===== src/hw/timer_pkg.sv =====
// Package of constants and types for the free-running timer counter
package timer_pkg;

    // ************************************************************
    // Register byte addresses on the AXI4-Lite bus
    // ************************************************************
    localparam logic [7:0] count_high_off      = 8'h00;
    localparam logic [7:0] count_low_off       = 8'h04;
    localparam logic [7:0] alt_count_high_off  = 8'h08;
    localparam logic [7:0] alt_count_low_off   = 8'h0c;
    localparam logic [7:0] timer_flags_off     = 8'h10;
    localparam logic [7:0] timer_control_off   = 8'h14;

    // ************************************************************
    // Field positions and reset values
    // ************************************************************
    localparam int         sel_lsb_pos         = 0;
    localparam int         sel_msb_pos         = 1;
    localparam int         edge_pos            = 2;
    localparam int         irq_en_pos          = 3;
    localparam int         wrap_flag_pos       = 7;
    localparam logic [15:0] count_reset_value  = 16'hfffc;
    localparam logic [3:0] control_reset_value = 4'h0;
    localparam logic [1:0] resp_okay           = 2'b00;
    localparam logic [1:0] resp_slverr         = 2'b10;
    localparam logic       unbonded_level      = 1'b1;

    // ************************************************************
    // Prescaler divide terminal counts (divide by 2, 4, 8)
    // ************************************************************
    localparam logic [2:0] div2_last           = 3'h1;
    localparam logic [2:0] div4_last           = 3'h3;
    localparam logic [2:0] div8_last           = 3'h7;

    typedef enum logic [1:0] {
        sel_div2 = 2'b00,
        sel_div4 = 2'b01,
        sel_div8 = 2'b10,
        sel_ext  = 2'b11
    } prescale_select_type;

    typedef struct packed {
        logic                irq_enable;
        logic                edge_rising;
        prescale_select_type select;
    } control_type;

    typedef struct packed {
        logic [7:0] addr;
        logic       is_write;
        logic [7:0] wdata;
    } reg_access_type;

endpackage


===== src/hw/free_running_timer_counter.sv =====
// Free-running 16-bit timer counter with AXI4-Lite register access
// Overview of operation
// - Counter advances on tick: clock divided by 2, 4 or 8.
// - Internal period is 65536 ticks: 131072, 262144 or 524288 clocks.
// - Main and alternate pairs show the same count in two bytes.
// - Writing either low byte forces the counter to FFFCh.
// - Reset starts the counter at FFFCh, the only loaded value.
// - High byte read first latches low byte for a coherent read.
// - Buffered low byte holds until the low byte is read.
// - Low byte read outside a sequence returns the live low byte.
// - Wrap from FFFFh to 0000h sets the wrap flag.
// - Interrupt only when enabled and CPU mask clear; else pending.
// - Flag clears after status read, then main low byte access.
// - Alternate low byte accesses never clear the wrap flag.
// - Counter keeps running in wait mode.
// - Halt freezes counter; wake resumes; reset restarts at FFFCh.
// - Both select bits set chooses the external count pin.
// - Edge select picks rising or falling external edges.
// - External edges are synchronised before counting.
// - Unbonded timer input reads as logic 1.
//
// Decided for this implementation: the AXI4-Lite register port and the address map.
`timescale 1ns/1ns
module free_running_timer_counter
    import timer_pkg::*;
(
    input  wire logic        aclk,
    input  wire logic        aresetn,
    input  wire logic [7:0]  s_axi_awaddr,
    input  wire logic        s_axi_awvalid,
    output      logic        s_axi_awready,
    input  wire logic [31:0] s_axi_wdata,
    input  wire logic [3:0]  s_axi_wstrb,
    input  wire logic        s_axi_wvalid,
    output      logic        s_axi_wready,
    output      logic [1:0]  s_axi_bresp,
    output      logic        s_axi_bvalid,
    input  wire logic        s_axi_bready,
    input  wire logic [7:0]  s_axi_araddr,
    input  wire logic        s_axi_arvalid,
    output      logic        s_axi_arready,
    output      logic [31:0] s_axi_rdata,
    output      logic [1:0]  s_axi_rresp,
    output      logic        s_axi_rvalid,
    input  wire logic        s_axi_rready,
    input  wire logic        halt_mode,
    input  wire logic        cpu_irq_mask,
    input  wire logic        ext_present,
    input  wire logic        ext_count_pin,
    output      logic        wrap_irq
);

    // ************************************************************
    // State
    // ************************************************************
    logic [15:0]    count;
    logic [7:0]     low_buffer;
    logic           low_frozen;
    logic           wrap_flag;
    logic           flag_armed;
    control_type    control;
    logic           aw_held;
    logic           w_held;
    logic [7:0]     aw_addr;
    logic [7:0]     w_data;
    logic           w_lane0;
    wire  logic     tick;
    wire  logic     run;
    wire  logic     wr_fire;
    wire  logic     rd_fire;
    wire  logic [7:0] rd_addr;
    wire  logic     wr_low;
    wire  logic     wr_main_low;
    wire  logic     wr_ctrl;
    wire  logic     rd_high;
    wire  logic     rd_low;
    wire  logic     rd_main_low;
    wire  logic     rd_flags;
    wire  logic     main_low_access;
    wire  logic     wrap_event;
    wire  logic     rd_mapped;
    wire  logic     wr_mapped;
    wire  logic [7:0] low_view;
    wire  logic [31:0] next_rdata;
    wire  logic [15:0] next_count;
    wire  logic     aw_take;
    wire  logic     w_take;
    wire  logic     next_awready;
    wire  logic     next_wready;
    wire  logic     next_arready;
    wire  logic     rd_is_high;
    wire  logic     rd_is_low;
    wire  logic     rd_is_flags;
    wire  logic     rd_is_ctrl;
    wire  logic     aw_is_low;
    wire  logic     aw_is_ctrl;
    wire  logic [1:0] next_bresp;
    wire  logic [1:0] next_rresp;

    // ************************************************************
    // Address decode helpers
    // ************************************************************
    function automatic logic is_low(input logic [7:0] a);
        return (a == count_low_off) || (a == alt_count_low_off);
    endfunction

    function automatic logic is_high(input logic [7:0] a);
        return (a == count_high_off) || (a == alt_count_high_off);
    endfunction

    function automatic logic is_mapped(input logic [7:0] a);
        return is_high(a) || is_low(a) || (a == timer_flags_off)
               || (a == timer_control_off);
    endfunction

    // ************************************************************
    // Prescaler and count enable
    // ************************************************************
    // wait mode ignored
    assign run = ~halt_mode;

    tick_gen u_tick (
        .aclk          (aclk),
        .aresetn       (aresetn),
        .run           (run),
        .select        (control.select),
        .edge_rising   (control.edge_rising),
        .ext_present   (ext_present),
        .ext_count_pin (ext_count_pin),
        .tick          (tick)
    );

    // ************************************************************
    // Bus decode
    // ************************************************************
    // One write at a time: fire only once both halves are held
    assign wr_fire     = aw_held & w_held & ~s_axi_bvalid;
    assign aw_take     = s_axi_awvalid & s_axi_awready;
    assign w_take      = s_axi_wvalid & s_axi_wready;
    assign rd_fire     = s_axi_arvalid & s_axi_arready;
    assign rd_addr     = s_axi_araddr;
    assign rd_is_high  = is_high(rd_addr);
    assign rd_is_low   = is_low(rd_addr);
    assign rd_is_flags = (rd_addr == timer_flags_off);
    assign rd_is_ctrl  = (rd_addr == timer_control_off);
    assign aw_is_low   = is_low(aw_addr);
    assign aw_is_ctrl  = (aw_addr == timer_control_off);
    // Register data lives in byte lane 0 only
    assign wr_low      = wr_fire & w_lane0 & aw_is_low;
    assign wr_main_low = wr_fire & (aw_addr == count_low_off);
    assign wr_ctrl     = wr_fire & w_lane0 & aw_is_ctrl;
    assign rd_high     = rd_fire & rd_is_high;
    assign rd_low      = rd_fire & rd_is_low;
    assign rd_main_low = rd_fire & (rd_addr == count_low_off);
    assign rd_flags    = rd_fire & rd_is_flags;
    assign rd_mapped   = is_mapped(rd_addr);
    assign wr_mapped   = is_mapped(aw_addr);
    assign next_bresp  = wr_mapped ? resp_okay : resp_slverr;
    assign next_rresp  = rd_mapped ? resp_okay : resp_slverr;
    // Ready pulses one cycle, never while an answer is pending
    assign next_awready = ~aw_held & ~s_axi_awready & ~s_axi_bvalid;
    assign next_wready  = ~w_held & ~s_axi_wready & ~s_axi_bvalid;
    assign next_arready = ~s_axi_arready & ~s_axi_rvalid & s_axi_arvalid;

    assign main_low_access = wr_main_low | rd_main_low;

    // ************************************************************
    // Counter
    // ************************************************************
    // full 16-bit wrap
    assign next_count = 16'(count + 16'h0001);
    assign wrap_event = tick & (count == 16'hffff);

    always_ff @(posedge aclk) begin
        if (!aresetn) begin
            count <= count_reset_value;
        end else if (wr_low) begin
            count <= count_reset_value;
        end else if (tick) begin
            count <= next_count;
        end
    end

    // ************************************************************
    // Coherent 16-bit read
    // ************************************************************
    // latch low on high read
    always_ff @(posedge aclk) begin
        if (!aresetn) begin
            low_frozen <= 1'b0;
            low_buffer <= 8'h00;
        end else if (rd_low) begin
            low_frozen <= 1'b0;
        end else if (rd_high && !low_frozen) begin
            low_frozen <= 1'b1;
            low_buffer <= count[7:0];
        end
    end

    assign low_view = low_frozen ? low_buffer : count[7:0];

    // ************************************************************
    // Read data
    // ************************************************************
    // both pairs same count
    assign next_rdata =
        rd_is_high  ? {24'h0, count[15:8]} :
        rd_is_low   ? {24'h0, low_view} :
        rd_is_flags ? 32'({wrap_flag, 7'h00}) :
        rd_is_ctrl  ? {28'h0, control} :
                      32'h0;

    // ************************************************************
    // Wrap flag and interrupt
    // ************************************************************
    // two-step clear, set wins
    always_ff @(posedge aclk) begin
        if (!aresetn) begin
            wrap_flag  <= 1'b0;
            flag_armed <= 1'b0;
        end else if (wrap_event) begin
            wrap_flag  <= 1'b1;
            // A main low access in the same cycle spends the arming
            flag_armed <= ~main_low_access
                          & (flag_armed | (rd_flags & wrap_flag));
        end else if (main_low_access && flag_armed) begin
            wrap_flag  <= 1'b0;
            flag_armed <= 1'b0;
        end else if (rd_flags && wrap_flag) begin
            flag_armed <= 1'b1;
        end
    end

    always_ff @(posedge aclk) begin
        if (!aresetn) begin
            wrap_irq <= 1'b0;
        end else begin
            wrap_irq <= wrap_flag & control.irq_enable & ~cpu_irq_mask;
        end
    end

    // ************************************************************
    // Control register
    // ************************************************************
    always_ff @(posedge aclk) begin
        if (!aresetn) begin
            control <= control_type'(control_reset_value);
        end else if (wr_ctrl) begin
            control <= control_type'(w_data[3:0]);
        end
    end

    // ************************************************************
    // AXI4-Lite write channel
    // ************************************************************
    always_ff @(posedge aclk) begin
        if (!aresetn) begin
            s_axi_awready <= 1'b0;
            s_axi_wready  <= 1'b0;
        end else begin
            s_axi_awready <= next_awready;
            s_axi_wready  <= next_wready;
        end
    end

    // Address half waits here until its data half arrives
    always_ff @(posedge aclk) begin
        if (!aresetn) begin
            aw_held <= 1'b0;
            aw_addr <= 8'h00;
        end else if (aw_take) begin
            aw_held <= 1'b1;
            aw_addr <= s_axi_awaddr;
        end else if (wr_fire) begin
            aw_held <= 1'b0;
        end
    end

    // Only byte lane 0 is kept: every register is one byte wide
    always_ff @(posedge aclk) begin
        if (!aresetn) begin
            w_held  <= 1'b0;
            w_data  <= 8'h00;
            w_lane0 <= 1'b0;
        end else if (w_take) begin
            w_held  <= 1'b1;
            w_data  <= s_axi_wdata[7:0];
            w_lane0 <= s_axi_wstrb[0];
        end else if (wr_fire) begin
            w_held  <= 1'b0;
        end
    end

    // Response stands until the master takes it
    always_ff @(posedge aclk) begin
        if (!aresetn) begin
            s_axi_bvalid <= 1'b0;
            s_axi_bresp  <= resp_okay;
        end else if (wr_fire) begin
            s_axi_bvalid <= 1'b1;
            s_axi_bresp  <= next_bresp;
        end else if (s_axi_bvalid && s_axi_bready) begin
            s_axi_bvalid <= 1'b0;
        end
    end

    // ************************************************************
    // AXI4-Lite read channel
    // ************************************************************
    always_ff @(posedge aclk) begin
        if (!aresetn) begin
            s_axi_arready <= 1'b0;
        end else begin
            s_axi_arready <= next_arready;
        end
    end

    // Read data is captured at the address handshake and then held
    always_ff @(posedge aclk) begin
        if (!aresetn) begin
            s_axi_rvalid <= 1'b0;
            s_axi_rdata  <= 32'h0;
            s_axi_rresp  <= resp_okay;
        end else if (rd_fire) begin
            s_axi_rvalid <= 1'b1;
            s_axi_rdata  <= next_rdata;
            s_axi_rresp  <= next_rresp;
        end else if (s_axi_rvalid && s_axi_rready) begin
            s_axi_rvalid <= 1'b0;
        end
    end

endmodule


===== src/hw/tick_gen.sv =====
// Count-enable source: internal divider or synchronised external edges
`timescale 1ns/1ns
module tick_gen
    import timer_pkg::*;
(
    input  wire logic                aclk,
    input  wire logic                aresetn,
    input  wire logic                run,
    input  wire prescale_select_type select,
    input  wire logic                edge_rising,
    input  wire logic                ext_present,
    input  wire logic                ext_count_pin,
    output      logic                tick
);

    logic [2:0] div_count;
    logic       ext_sync1;
    logic       ext_sync2;
    logic       ext_prev;
    wire  logic ext_level;
    wire  logic [2:0] div_last;
    wire  logic div_done;
    wire  logic ext_edge;
    wire  logic next_tick;

    assign ext_level = ext_present ? ext_count_pin : unbonded_level;
    assign div_last  = (select == sel_div2) ? div2_last :
                       (select == sel_div4) ? div4_last : div8_last;
    // A shorter ratio chosen mid-count still ends the period
    assign div_done  = (div_count >= div_last);
    assign ext_edge  = edge_rising ? (ext_sync2 & ~ext_prev)
                                   : (~ext_sync2 & ext_prev);
    assign next_tick = run & ((select == sel_ext) ? ext_edge
                                                  : div_done);

    always_ff @(posedge aclk) begin
        if (!aresetn) begin
            div_count <= 3'h0;
        end else if (run) begin
            div_count <= div_done ? 3'h0 : 3'(div_count + 3'h1);
        end
    end

    always_ff @(posedge aclk) begin
        if (!aresetn) begin
            ext_sync1 <= 1'b1;
            ext_sync2 <= 1'b1;
            ext_prev  <= 1'b1;
            tick      <= 1'b0;
        end else begin
            ext_sync1 <= ext_level;
            ext_sync2 <= ext_sync1;
            ext_prev  <= ext_sync2;
            tick      <= next_tick;
        end
    end

endmodule


===== config.mk =====
export PLATFORM = sky130hd
export DESIGN_NAME = free_running_timer_counter
export DESIGN_NICKNAME = d
export VERILOG_FILES = /design/src/hw/timer_pkg.sv /design/src/hw/free_running_timer_counter.sv /design/src/hw/tick_gen.sv
export SDC_FILE = /design/constraint.sdc
export NUM_CORES = 1
export LEC_CHECK = 0
export BUFFER_PORTS_ARGS = -buffer_cell sky130_fd_sc_hd__buf_2
export CORE_UTILIZATION = 54
export DETAILED_ROUTE_END_ITERATION = 8
export PLACE_DENSITY = 0.84
export SYNTH_ARGS = -nofsm -noshare
export SYNTH_HDL_FRONTEND = slang
export SYNTH_SLANG_ARGS = --single-unit

===== constraint.sdc =====
create_clock -name aclk -period 2.4 [get_ports aclk]
set_input_delay 0.36 -clock aclk [delete_from_list [all_inputs] [get_ports aclk]]
set_output_delay 0.36 -clock aclk [all_outputs]
set_load 0.02 [all_outputs]

# Yosys cells after proc, flatten, opt, wreduce, memory -nomap -nowiden

Cells that the tools add are included.

$add $sub $neg: 2
Order comparisons: 1
Eq/ne operators: 13
Mux-type cells: 24
Bitwise logic cells: 43
Reductions and logical operators: 29

Operators with widths:

| cell                                                | number |
|---|---|
| equality test 8 x 4 -> 1 bit, second input constant | 4 |
| equality test 8 x 5 -> 1 bit, second input constant | 4 |
| two-way mux 8 bit                                   | 4 |
| bitwise AND 1 bit                                   | 27 |
| adder 16 x 1 -> 16 bit, second input constant       | 1 |
| equality test 16 bit, second input constant         | 1 |
| equality test 8 x 3 -> 1 bit, second input constant | 2 |
| logical NOT 8 bit                                   | 2 |
| two-way mux 1 bit                                   | 14 |
| NOT 1 bit                                           | 14 |
| logical OR 1 bit                                    | 10 |
| nonzero test 2 bit                                  | 5 |
| two-way mux 3 bit                                   | 3 |
| logical AND 1 bit                                   | 5 |
| two-way mux 2 bit                                   | 2 |
| two-way mux 4 bit                                   | 1 |
| AND reduction 2 bit                                 | 2 |
| OR reduction 2 bit                                  | 2 |
| adder 3 x 1 -> 3 bit, second input constant         | 1 |
| >= comparator 3 bit                                 | 1 |
| nonzero test 3 bit                                  | 1 |
| equality test 2 x 1 -> 1 bit, second input constant | 1 |
| equality test 2 bit, second input constant          | 1 |
| logical NOT 2 bit                                   | 1 |
| 2 further kinds                                     | 3 |

Register bits after elaboration: 95
Input port bits: 63
Output and inout port bits: 42

# Depth between registers and ports, before layout

Gate-level depths: netlist of run 1.

Word-level depth: 7
Mapped depth: 6

# Hierarchy

From an unflattened synthesis of run 1, not the netlist that was laid out.

Cell total of the unflattened synthesis: 376
Area, all modules: 3240.6 µm²

Modules (own cells, without submodules):

| module                     | times used | cells an instance | area an instance (µm²) |
|---|---|---|---|
| free_running_timer_counter | 1          | 342               | 2884.0 |
| tick_gen                   | 1          | 34                | 356.6 |

# Worst setup path after synthesis of run 1

Ideal clock, no wire load.

Path type: flip-flop to flip-flop
Start point: register control[1] (netlist bit)
End point: register u_tick.div_count[1]
Library setup time: 70 ps
Data arrival time: 1604 ps
Required time: 2330 ps
Path slack: 726 ps
Cell stages (with the launch flop): 7
Period minus slack after synthesis: 1674 ps
Cell sequence: dfxtp_1 -> nor2_1 -> ha_1 -> a21o_1 -> a21o_1 -> or3b_2 -> a21oi_1

Cells in the longest elaborated chain, start to end: 5
Elaborated cells between the ends (all ways): 6

Ends and longest elaborated chain:

| element                      | line                              | text |
|---|---|---|
| from (decl)                  | free_running_timer_counter.sv:61  | `control_type control;` |
| from (signal assigned)       | free_running_timer_counter.sv:247 | `control <= control_type'(control_reset_value);` |
| from (signal assigned)       | free_running_timer_counter.sv:249 | `control <= control_type'(w_data[3:0]);` |
| equality test 2 x 1 -> 1 bit | tick_gen.sv:28                    | `(select == sel_div4) ? div4_last : div8_last;` |
| two-way mux 3 bit            | tick_gen.sv:28                    |  |
| two-way mux 3 bit *          | tick_gen.sv:27                    | `assign div_last = (select == sel_div2) ? div2_last :` |
| >= comparator 3 bit *        | tick_gen.sv:30                    | `assign div_done = (div_count >= div_last);` |
| two-way mux 3 bit *          | tick_gen.sv:40                    | `div_count <= div_done ? 3'h0 : 3'(div_count + 3'h1);` |
| to (signal assigned)         | tick_gen.sv:40                    |  |
| to (decl)                    | tick_gen.sv:16                    | `logic [2:0] div_count;` |

Mark *: on every way between the ends. The rest lies on a longest branch, timed or not.
A chain may end at the register's enable or synchronous reset.

# Worst setup path in the final report of run 1

Start point: register count[0]
End point: register flag_armed

Cells in the longest elaborated chain, start to end: 3
Elaborated cells between the ends (all ways): 4

Ends and longest elaborated chain:

| element                                                           | line                              | text |
|---|---|---|
| from (decl)                                                       | free_running_timer_counter.sv:56  | `logic [15:0] count;` |
| from (signal assigned)                                            | free_running_timer_counter.sv:176 | `count <= count_reset_value;` |
| from (signal assigned)                                            | free_running_timer_counter.sv:178 | `count <= count_reset_value;` |
| from (signal assigned)                                            | free_running_timer_counter.sv:180 | `count <= next_count;` |
| equality test 16 bit *                                            | free_running_timer_counter.sv:172 | `assign wrap_event = tick & (count == 16'hffff);` |
| bitwise AND 1 bit *                                               | free_running_timer_counter.sv:172 |  |
| nonzero test 3 bit (no line) or two-way mux 1 bit (tied branches) | --                                |  |
| to (signal assigned)                                              | free_running_timer_counter.sv:224 | `flag_armed <= ~main_low_access` |
| to (decl)                                                         | free_running_timer_counter.sv:60  | `logic flag_armed;` |

Marked as above.

==> summary.txt, run 1 <==
status = finished clean
final worst path period need = 1.83 ns
Vert. Die Dim = 79.1 um
Total GRT Usage = 0.232
Initial Util = 0.573
FFs w/ async S/R, synth = 0
endpoint class of the critical path = flip-flop
maximum VDD drop = 392 uV
flop2flop setup slack = 0.57 ns
hold buffer count at CTS = 0
first-pass GRT wire length = 11.1 mm
Leak Pwr = 1.52 nW
flops & latches, synth = 69
Required @ worst endpoint = 2.64 ns
Crit path arrival time = 2.07 ns
area leader, netlist = dfxtp_1
clock skew = 0.00857 ns
measured slew at the worst slew-check pin = 0.649 ns
busiest grt layer = met2
sequential fraction of the synthesis area = 0.430
Fmax = 0.547 GHz
synth top area cells = dfxtp_1, buf_4, nand2_1
CP Class = reg2reg
met2 Use GR = 0.369
layout overhead on the synthesized area = 11.2%
die area = 6260 um^2
first-pass iteration count of the detailed router = 4
Tcrit/Tclk final = 0.762
Post-synth EDFFs = 0
Max Fanout on Critical Path = 6
core area = 5610 um^2
max_slew headroom = 0.564
Detailed Route WL = 6.70 mm
Synth Cell Area = 3210 um^2
row count = 27
Post-CTS Resized = 0
HPWL Detailed = 4.87 mm
Setup crit end = flag_armed
vias in the first global route = 2422
nets@finish = 473
CTS Sinks = 69
Post-CTS Setup Bufs = 0
distinct cell type count after synthesis = 50
WHS = 0.162 ns
worst setup margin = 0.570 ns
worst r2r src = count[0]
layout cell share with drive strength beyond 1 = 0.195
I/O pin total = 105
H-tree levels = 3
reg2reg end = flag_armed
Max Slew Vio Count = 0
Die W = 79.1 um
yosys warns = 0
Placement Setup Slack = 0.607 ns
TritonCTS clock tree = built
via count = 2626
largest net degree at the start of global routing = 21
post-DR vias/cell = 5.44
Setup TNS Final = 0 ns
number of antenna diodes = 0
RSZ-0062 raised after global routing = no
clock insertion delay at the later pin of the skew report = 0.35 ns
type of the tightest min-delay check = in2reg
Final Hold Vio Count = 0
Synth Instances = 363
CP startpoint kind = flip-flop
CTS clk-pin slew, worst paths = 0.08 ns
clock tree root buffer cell = clkbuf_8
reg2reg path depth = 5
final setup fails = 0
FILL cells = 484
ys flop type = dfxtp_1
syn avg cell area = 8.85 um^2
WL/cell = 13.9 um
GR Util met3 = 0.0517
clock buffer depth = 2
Synth top area share = 0.430
M1 GR Usage = 0.291
GRT overflow = 0
initial drt markers = 133
IO buf count = 47
initial antenna violation count = 0
routability cong. = 0.829
antenna viol nets, final = 0
crit path from = count[0]
drt drc = 0
PD cells = 646 nW/um^2
cts bufs inserted = 9
Max Cap Viol = 0
[cell type report]
class                      instances  area, um^2  area share
sequential                        69        1380       0.387
multi-input combinational        272        1640       0.459
tap                               72        90.1      0.0252
clock buffer                      10         128      0.0357
clock inverter                     6        63.8      0.0179
inverter                           5        18.8     0.00525
timing repair buffer              49         250      0.0701
[worst max-delay path, stage by stage, from the launching register on]
cell and delay [ns]:
dfxtp_1 0.43, ha_1 0.21, nand4_1 0.11, nor4_1 0.62, nor2_1 0.10, o221a_1 0.25
[power breakdown]
part           total, mW  switching, mW  internal (mW)
sequential          1.20         0.0289           1.17
combinational      0.186          0.124         0.0619
clock              0.923          0.446          0.478
total               2.31          0.598           1.71
[per-layer routing]
metal	wire length [um]	vias up
met1	3030	1207
met4	151	0
met2	3140	94
met3	377	14
met5	0	-
li1	-	1311
[stage by stage]
stage,utilization,instance area [um^2],total power [mW],cells
after floorplan,-,3310,1.38,388
after global placement,0.603,3380,1.40,467
after detailed placement,0.603,3380,1.41,467
after CTS,0.637,3570,2.32,483
after global routing,0.637,3570,2.40,483
final,0.637,3570,2.31,483
[sequential cells by signal (all words and copies together), names as in the netlist, 3 cells and up]
signal            flops
aw_addr               8
control               4
count                16
low_buffer            8
s_axi_rdata           8
u_tick.div_count      3
w_data                4
[synth_stat cells, drive strengths merged, types with 3 or more instances]
cell	count
and4	5
a211oi	3
mux2	4
nor3	8
buf	36
nand2b	7
clkbuf	6
nand3b	3
dfxtp	69
ha	4
and2	3
mux2i	17
xor2	11
nand4	11
nor4	7
nand2	50
a21oi	27
o21ai	3
nand3	28
a22oi	4
nor2	23
inv	5
or3	4
xnor2	3
[kinds of logic after synthesis]
group           count (synthesis)  synth area share
buf+inv                        47            0.0888
mux                            21            0.0670
compound gates                 48            0.0950
flops                          69             0.430
fa+ha+maj                       4            0.0156
simple gates                  159             0.264
xor+xnor                       14            0.0382
other cells                     1           0.00117
[how the worst min path moves through the flow]
stage          cells after the start          endpoint  slack, ns             start
5_1_grt                            2          wrap_irq       0.15      cpu_irq_mask
3_5_place_dp                       1  u_tick.ext_sync2       0.40  u_tick.ext_sync1
4_1_cts                            2          wrap_irq       0.15      cpu_irq_mask
3_3_place_gp                       1  u_tick.ext_sync2       0.39  u_tick.ext_sync1
2_1_floorplan                      1  u_tick.ext_sync2       0.39  u_tick.ext_sync1
6_report                           2          wrap_irq       0.16      cpu_irq_mask
[cells in the final DEF, fill, tap and decap left out, types with 2 or more instances in the layout]
master,count
dfxtp_1,69
o31a_1,2
and4_1,4
nand2b_1,7
clkbuf_8,9
clkinvlp_4,2
o21ai_0,3
nor3_1,8
nand3b_1,3
buf_4,2
nand4_1,11
and4b_1,2
a22oi_1,4
mux2_2,4
a221o_1,2
a21o_1,2
buf_2,47
conb_1,26
nor2_1,23
xor2_1,11
nand2_1,49
and2_1,3
xnor2_1,3
or3_1,3
ha_1,4
a21oi_1,27
nor4_2,2
mux2i_1,17
a211oi_1,3
inv_1,4
clkinv_2,2
o221a_1,2
nand3_1,27
nor4_1,4
and3_1,2
Power figures use the tool's default switching activity.
==> run 2, diff against run 1 <==
--- a/config.mk
+++ b/config.mk
@@ -6,9 +6,9 @@
 export NUM_CORES = 1
 export LEC_CHECK = 0
 export BUFFER_PORTS_ARGS = -buffer_cell sky130_fd_sc_hd__buf_2
-export CORE_UTILIZATION = 54
+export CORE_UTILIZATION = 50
 export DETAILED_ROUTE_END_ITERATION = 8
-export PLACE_DENSITY = 0.84
+export PLACE_DENSITY = 0.79
 export SYNTH_ARGS = -nofsm -noshare
 export SYNTH_HDL_FRONTEND = slang
 export SYNTH_SLANG_ARGS = --single-unit
==> constraint.sdc (replaced) <==
create_clock -name aclk -period 1.7 [get_ports aclk]
set_input_delay 0.255 -clock aclk [delete_from_list [all_inputs] [get_ports aclk]]
set_output_delay 0.255 -clock aclk [all_outputs]
set_load 0.02 [all_outputs]
==> summary.txt, run 2 (synthesis results as in run 1) <==
number of antenna diodes = 0 (unchanged)
FILL cells = 524 (was 484)
clock tree root buffer cell = clkbuf_8 (unchanged)
row count = 28 (was 27)
via count = 2733 (was 2626)
dpl cells = 486 (was 467)
RSZ-0062 raised after global routing = no (unchanged)
hold depth = 2 (unchanged)
layout overhead on the synthesized area = 15.7% (was 11.2%)
fin util = 0.613 (was 0.637)
flop2flop setup slack = 0.1 ns (was 0.57 ns)
I/O pin total = 105 (unchanged)
cts bufs inserted = 9 (unchanged)
nets@finish = 489 (was 473)
endpoint class of the critical path = flip-flop (unchanged)
Setup TNS Final = 0 ns (unchanged)
drt drc = 0 (unchanged)
flip-flop count of the largest register after layout = 16 (unchanged)
Total GRT Usage = 0.227 (was 0.232)
Die W = 82.2 um (was 79.1 um)
hold buffer count at CTS = 0 (unchanged)
die area = 6750 um^2 (was 6260 um^2)
TritonCTS clock tree = built (unchanged)
Tcrit/Tclk final = 0.941 (was 0.762)
CP Class = reg2reg (unchanged)
IO buf count = 47 (unchanged)
reg2reg path depth = 6 (was 5)
Max Fanout on Critical Path = 2 (was 6)
maximum VDD drop = 588 uV (was 392 uV)
Crit path arrival time = 1.89 ns (was 2.07 ns)
type of the tightest min-delay check = in2reg (unchanged)
Final Hold Vio Count = 0 (unchanged)
core area = 6060 um^2 (was 5610 um^2)
WL/cell = 14.1 um (was 13.9 um)
status = finished clean (unchanged)
Vert. Die Dim = 82.2 um (was 79.1 um)
clock buffer depth = 2 (unchanged)
first-pass iteration count of the detailed router = 4 (unchanged)
Detailed Route WL = 7.10 mm (was 6.70 mm)
Max Cap Viol = 0 (unchanged)
routability cong. = 0.850 (was 0.829)
Final Non-Filler Cells = 502 (was 483)
GRT overflow = 0 (unchanged)
antenna viol nets, final = 0 (unchanged)
Initial Util = 0.530 (was 0.573)
Required @ worst endpoint = 1.99 ns (was 2.64 ns)
WHS = 0.0682 ns (was 0.162 ns)
most frequent cells in the layout = dfxtp_1, nand2_1, buf_2, nand3_1 (was dfxtp_1, nand2_1, buf_2, nand3_1, a21oi_1)
CTS clk-pin slew, worst paths = 0.07 ns (was 0.08 ns)
final setup fails = 0 (unchanged)
CTS Sinks = 69 (unchanged)
Fmax = 0.625 GHz (was 0.547 GHz)
first-pass GRT wire length = 11.3 mm (was 11.1 mm)
CP startpoint kind = flip-flop (unchanged)
vias in the first global route = 2403 (was 2422)
initial antenna violation count = 0 (unchanged)
layout cell share with drive strength beyond 1 = 0.230 (was 0.195)
Most flops, register = count (unchanged)
PD cells = 889 nW/um^2 (was 646 nW/um^2)
HPWL Detailed = 5.11 mm (was 4.87 mm)
final worst path period need = 1.60 ns (was 1.83 ns)
Max Slew Vio Count = 0 (unchanged)
largest net degree at the start of global routing = 20 (was 21)
most common cell after layout, fill and taps aside = dfxtp_1 (unchanged)
clock insertion delay at the later pin of the skew report = 0.35 ns (about the same)
clock skew = 0.0103 ns (was 0.00857 ns)
H-tree levels = 3 (unchanged)
initial drt markers = 157 (was 133)
Leak Pwr = 1.61 nW (was 1.52 nW)
Post-CTS Setup Bufs = 0 (unchanged)
post-DR vias/cell = 5.44 (about the same)
==> run 2: critical path, stage by stage, from the launching register on <==
cell,delay [ns]
dfxtp_1,0.31
nor2_1,0.11
ha_1,0.23
a21o_1,0.18
a21o_1,0.19
or3b_4,0.39
a21oi_2,0.13
==> run 2: path summary, 6_finish.rpt <==
| check | endpoint | from |
|---|---|---|
| setup / recovery | u_tick.div_count[1] | control[1] |
| hold / removal | wrap_irq | cpu_irq_mask |
| setup reg to reg | u_tick.div_count[1] | control[1] |
| hold reg to reg | u_tick.ext_sync2 | u_tick.ext_sync1 |
==> run 2: where the power goes <==
| group | switching (mW) | leakage [nW] | internal (mW) |
|---|---|---|---|
| sequential | 0.0387 | 0.560 | 1.65 |
| combinational | 0.184 | 0.950 | 0.105 |
| clock | 0.608 | 0.0964 | 0.713 |
==> run 2: metal layers <==
layer | routed length (um) | global-route usage | up-vias
met4 | 155 | 0.112 | 0
met2 | 3460 | 0.373 | 92
met5 | 0 | 0 | -
li1 | - | - | 1346
met1 | 3070 | 0.282 | 1279
met3 | 414 | 0.0473 | 16
==> run 2: area by class of cell <==
class	count	area, um^2	area share
Multi-Input combinational cell	272	1660	0.446
Timing Repair Buffer	65	370	0.0997
Inverter	5	18.8	0.00505
Tap cell	75	93.8	0.0253
Clock inverter	4	47.5	0.0128
Sequential cell	69	1380	0.372
Clock buffer	12	145	0.0391
==> run 2: per-stage QoR <==
step	power (mW)	setup WS [ns]	area, um^2
after floorplan	1.95	0.0259	3310
after global placement	2.00	0.0391	3500
after detailed placement	2.01	0.0243	3500
after CTS	3.30	0.0101	3700
after global routing	3.42	0.0283	3720
final	3.30	0.0997	3720
==> run 2: what timing repair did <==
item                                    4_1_cts  5_1_grt
gates resized for setup                       1        3
endpoints found under the setup margin        1       15
pin swaps                                     0        2
==> run 3, diff against run 2 <==
--- a/config.mk
+++ b/config.mk
@@ -6,9 +6,12 @@
 export NUM_CORES = 1
 export LEC_CHECK = 0
 export BUFFER_PORTS_ARGS = -buffer_cell sky130_fd_sc_hd__buf_2
+export CORE_ASPECT_RATIO = 1.75
 export CORE_UTILIZATION = 50
 export DETAILED_ROUTE_END_ITERATION = 8
 export PLACE_DENSITY = 0.79
+export REMOVE_ABC_BUFFERS = 1
+export SKIP_CTS_REPAIR_TIMING = 1
 export SYNTH_ARGS = -nofsm -noshare
 export SYNTH_HDL_FRONTEND = slang
 export SYNTH_SLANG_ARGS = --single-unit
==> summary.txt, run 3 (synthesis results as in run 1) <==
nets@finish = 494 (was 489)
clock skew = 0.00398 ns (was 0.0103 ns)
hold path start = cpu_irq_mask (unchanged)
Crit path arrival time = 1.93 ns (was 1.89 ns)
dpl cells = 496 (was 486)
drt drc = 0 (unchanged)
Fmax = 0.608 GHz (was 0.625 GHz)
initial drt markers = 73 (was 157)
IO buf count = 47 (unchanged)
area of the multi-input gates = 1660 um^2 (unchanged)
number of antenna diodes = 0 (unchanged)
PD cells = 873 nW/um^2 (was 889 nW/um^2)
die area = 6760 um^2 (was 6750 um^2)
reg2reg end = u_tick.div_count[1] (unchanged)
vias in the first global route = 2495 (was 2403)
FILL cells = 545 (was 524)
row count = 38 (was 28)
Setup crit end = u_tick.div_count[1] (unchanged)
maximum VDD drop = 720 uV (was 588 uV)
Vert. Die Dim = 108 um (was 82.2 um)
Max Fanout on Critical Path = 2 (unchanged)
post-DR vias/cell = 5.39 (was 5.44)
layout cell share with drive strength beyond 1 = 0.241 (was 0.230)
Final Hold Vio Count = 0 (unchanged)
Net Switching = 816 uW (was 831 uW)
cts bufs inserted = 9 (unchanged)
most repeated library cell on the critical path = a21o_1 (unchanged)
switching portion of total power = 0.248 (was 0.252)
final worst path period need = 1.64 ns (was 1.60 ns)
first-pass iteration count of the detailed router = 5 (was 4)
crit path from = control[0] (was control[1])
CP startpoint kind = flip-flop (unchanged)
Final Non-Filler Cells = 512 (was 502)
endpoint class of the critical path = flip-flop (unchanged)
largest net degree at the start of global routing = 37 (was 20)
Total GRT Usage = 0.217 (was 0.227)
CTS Sinks = 69 (unchanged)
clock buffer depth = 2 (unchanged)
CP Class = reg2reg (unchanged)
clock tree root buffer cell = clkbuf_8 (unchanged)
most common cell after layout, fill and taps aside = dfxtp_1 (unchanged)
CTS clk-pin slew, worst paths = 0.07 ns (about the same)
slowest stage delay, CP = 0.40 ns (was 0.39 ns)
status = finished clean (unchanged)
RSZ-0062 raised after global routing = no (unchanged)
TritonCTS clock tree = built (unchanged)
via count = 2761 (was 2733)
HPWL Detailed = 5.20 mm (was 5.11 mm)
reg2reg path depth = 6 (unchanged)
Pint = 2.48 mW (was 2.47 mW)
type of the tightest min-delay check = in2reg (unchanged)
clock insertion delay at the later pin of the skew report = 0.35 ns (about the same)
Leak Pwr = 1.63 nW (was 1.61 nW)
worst r2r src = control[0] (was control[1])
routability cong. = 0.862 (was 0.850)
Max Slew Vio Count = 0 (unchanged)
flip-flop count of the largest register after layout = 16 (unchanged)
antenna viol nets, final = 0 (unchanged)
Worst path depth = 6 (unchanged)
Tcrit/Tclk final = 0.968 (was 0.941)
initial antenna violation count = 0 (unchanged)
Initial Util = 0.520 (was 0.530)
layout overhead on the synthesized area = 17.4% (was 15.7%)
Required @ worst endpoint = 1.99 ns (about the same)
most frequent cells in the layout = dfxtp_1, nand2_1, buf_2, nand3_1 (unchanged)
CP Cell Sequence = nor2_1, ha_1, a21o_1, a21o_1, or3b_4, a21oi_2 (unchanged)
final setup fails = 0 (unchanged)
sequential fraction of design power = 0.513 (was 0.512)
first-pass GRT wire length = 11.2 mm (was 11.3 mm)
Most flops, register = count (unchanged)
flop2flop setup slack = 0.06 ns (was 0.1 ns)
H-tree levels = 3 (unchanged)
Max Cap Viol = 0 (unchanged)
register area = 1380 um^2 (about the same)
critical path's slowest cell = or3b_4 (unchanged)
clock power share = 0.396 (was 0.400)
Crit path max-delay family = simple AND/OR/NAND/NOR gates (unchanged)
WL/cell = 13.7 um (was 14.1 um)
Die W = 62.6 um (was 82.2 um)
combinational share of power = 0.091 (was 0.087)
CP bufs+invs = 0 (unchanged)
Detailed Route WL = 7.04 mm (was 7.10 mm)
Final Total Pwr = 3.30 mW (about the same)
GRT overflow = 0 (unchanged)
I/O pin total = 105 (unchanged)
core area = 6180 um^2 (was 6060 um^2)
run 3: changes by cell type in the layout (fill, tap and decap cells not counted):
cell     before  now
dfxtp_1      69   68
dfxtp_2       0    1
buf_12        0    1
buf_4        18   22
run 3: worst min-delay path by stage:
stage | endpoint | slack (ns) | cells past startpoint
6_report | wrap_irq | 0.05 | 2
5_1_grt | wrap_irq | 0.05 | 2
4_1_cts | wrap_irq | 0.04 | 2
3_5_place_dp | u_tick.ext_sync2 | 0.40 | 1
3_3_place_gp | u_tick.ext_sync2 | 0.40 | 1
2_1_floorplan | u_tick.ext_sync2 | 0.33 | 1
run 3: cell type report:
cell class	instances	area share
Inverter	5	0.00497
Clock inverter	4	0.0126
Multi-Input combinational cell	272	0.440
Tap cell	80	0.0265
Sequential cell	69	0.366
Clock buffer	12	0.0385
Timing Repair Buffer	70	0.111
run 3: worst register-to-register path: stages, from the launching register on:
cell,delay [ns]
dfxtp_2,0.32
nor2_1,0.11
ha_1,0.24
a21o_1,0.18
a21o_1,0.19
or3b_4,0.40
a21oi_2,0.14
run 3: stage by stage:
| step | utilization | worst slack, ns | TNS [ns] | area (um^2) | hold WS, ns |
|---|---|---|---|---|---|
| 2_1_floorplan | - | 0.0232 | 0 | 3040 | 0.328 |
| 3_3_place_gp | 0.576 | 0.0543 | 0 | 3560 | 0.402 |
| 4_1_cts | 0.607 | -0.0197 | -0.0197 | 3750 | 0.0361 |
| 5_1_grt | 0.611 | 0.000797 | 0 | 3770 | 0.0491 |
| 6_report | 0.611 | 0.0552 | 0 | 3770 | 0.0495 |
| 3_5_place_dp | 0.576 | -0.00106 | -0.00106 | 3560 | 0.404 |
run 3: per-layer routing:
layer	track usage	vias to the layer above	share of wire
met3	0.0506	17	0.047
met2	0.381	102	0.54
li1	-	1360	-
met4	0.169	0	0.033
met5	0	-	0
met1	0.218	1282	0.38
run 3: power by group through the flow:
stage / sequential, mW / combinational, mW / clock, mW
finish: 1.69 / 0.298 / 1.31
floorplan: 1.73 / 0.153 / 0
detailed placement: 1.73 / 0.292 / 0
CTS: 1.69 / 0.293 / 1.34
global placement: 1.72 / 0.283 / 0
global route: 1.70 / 0.326 / 1.39
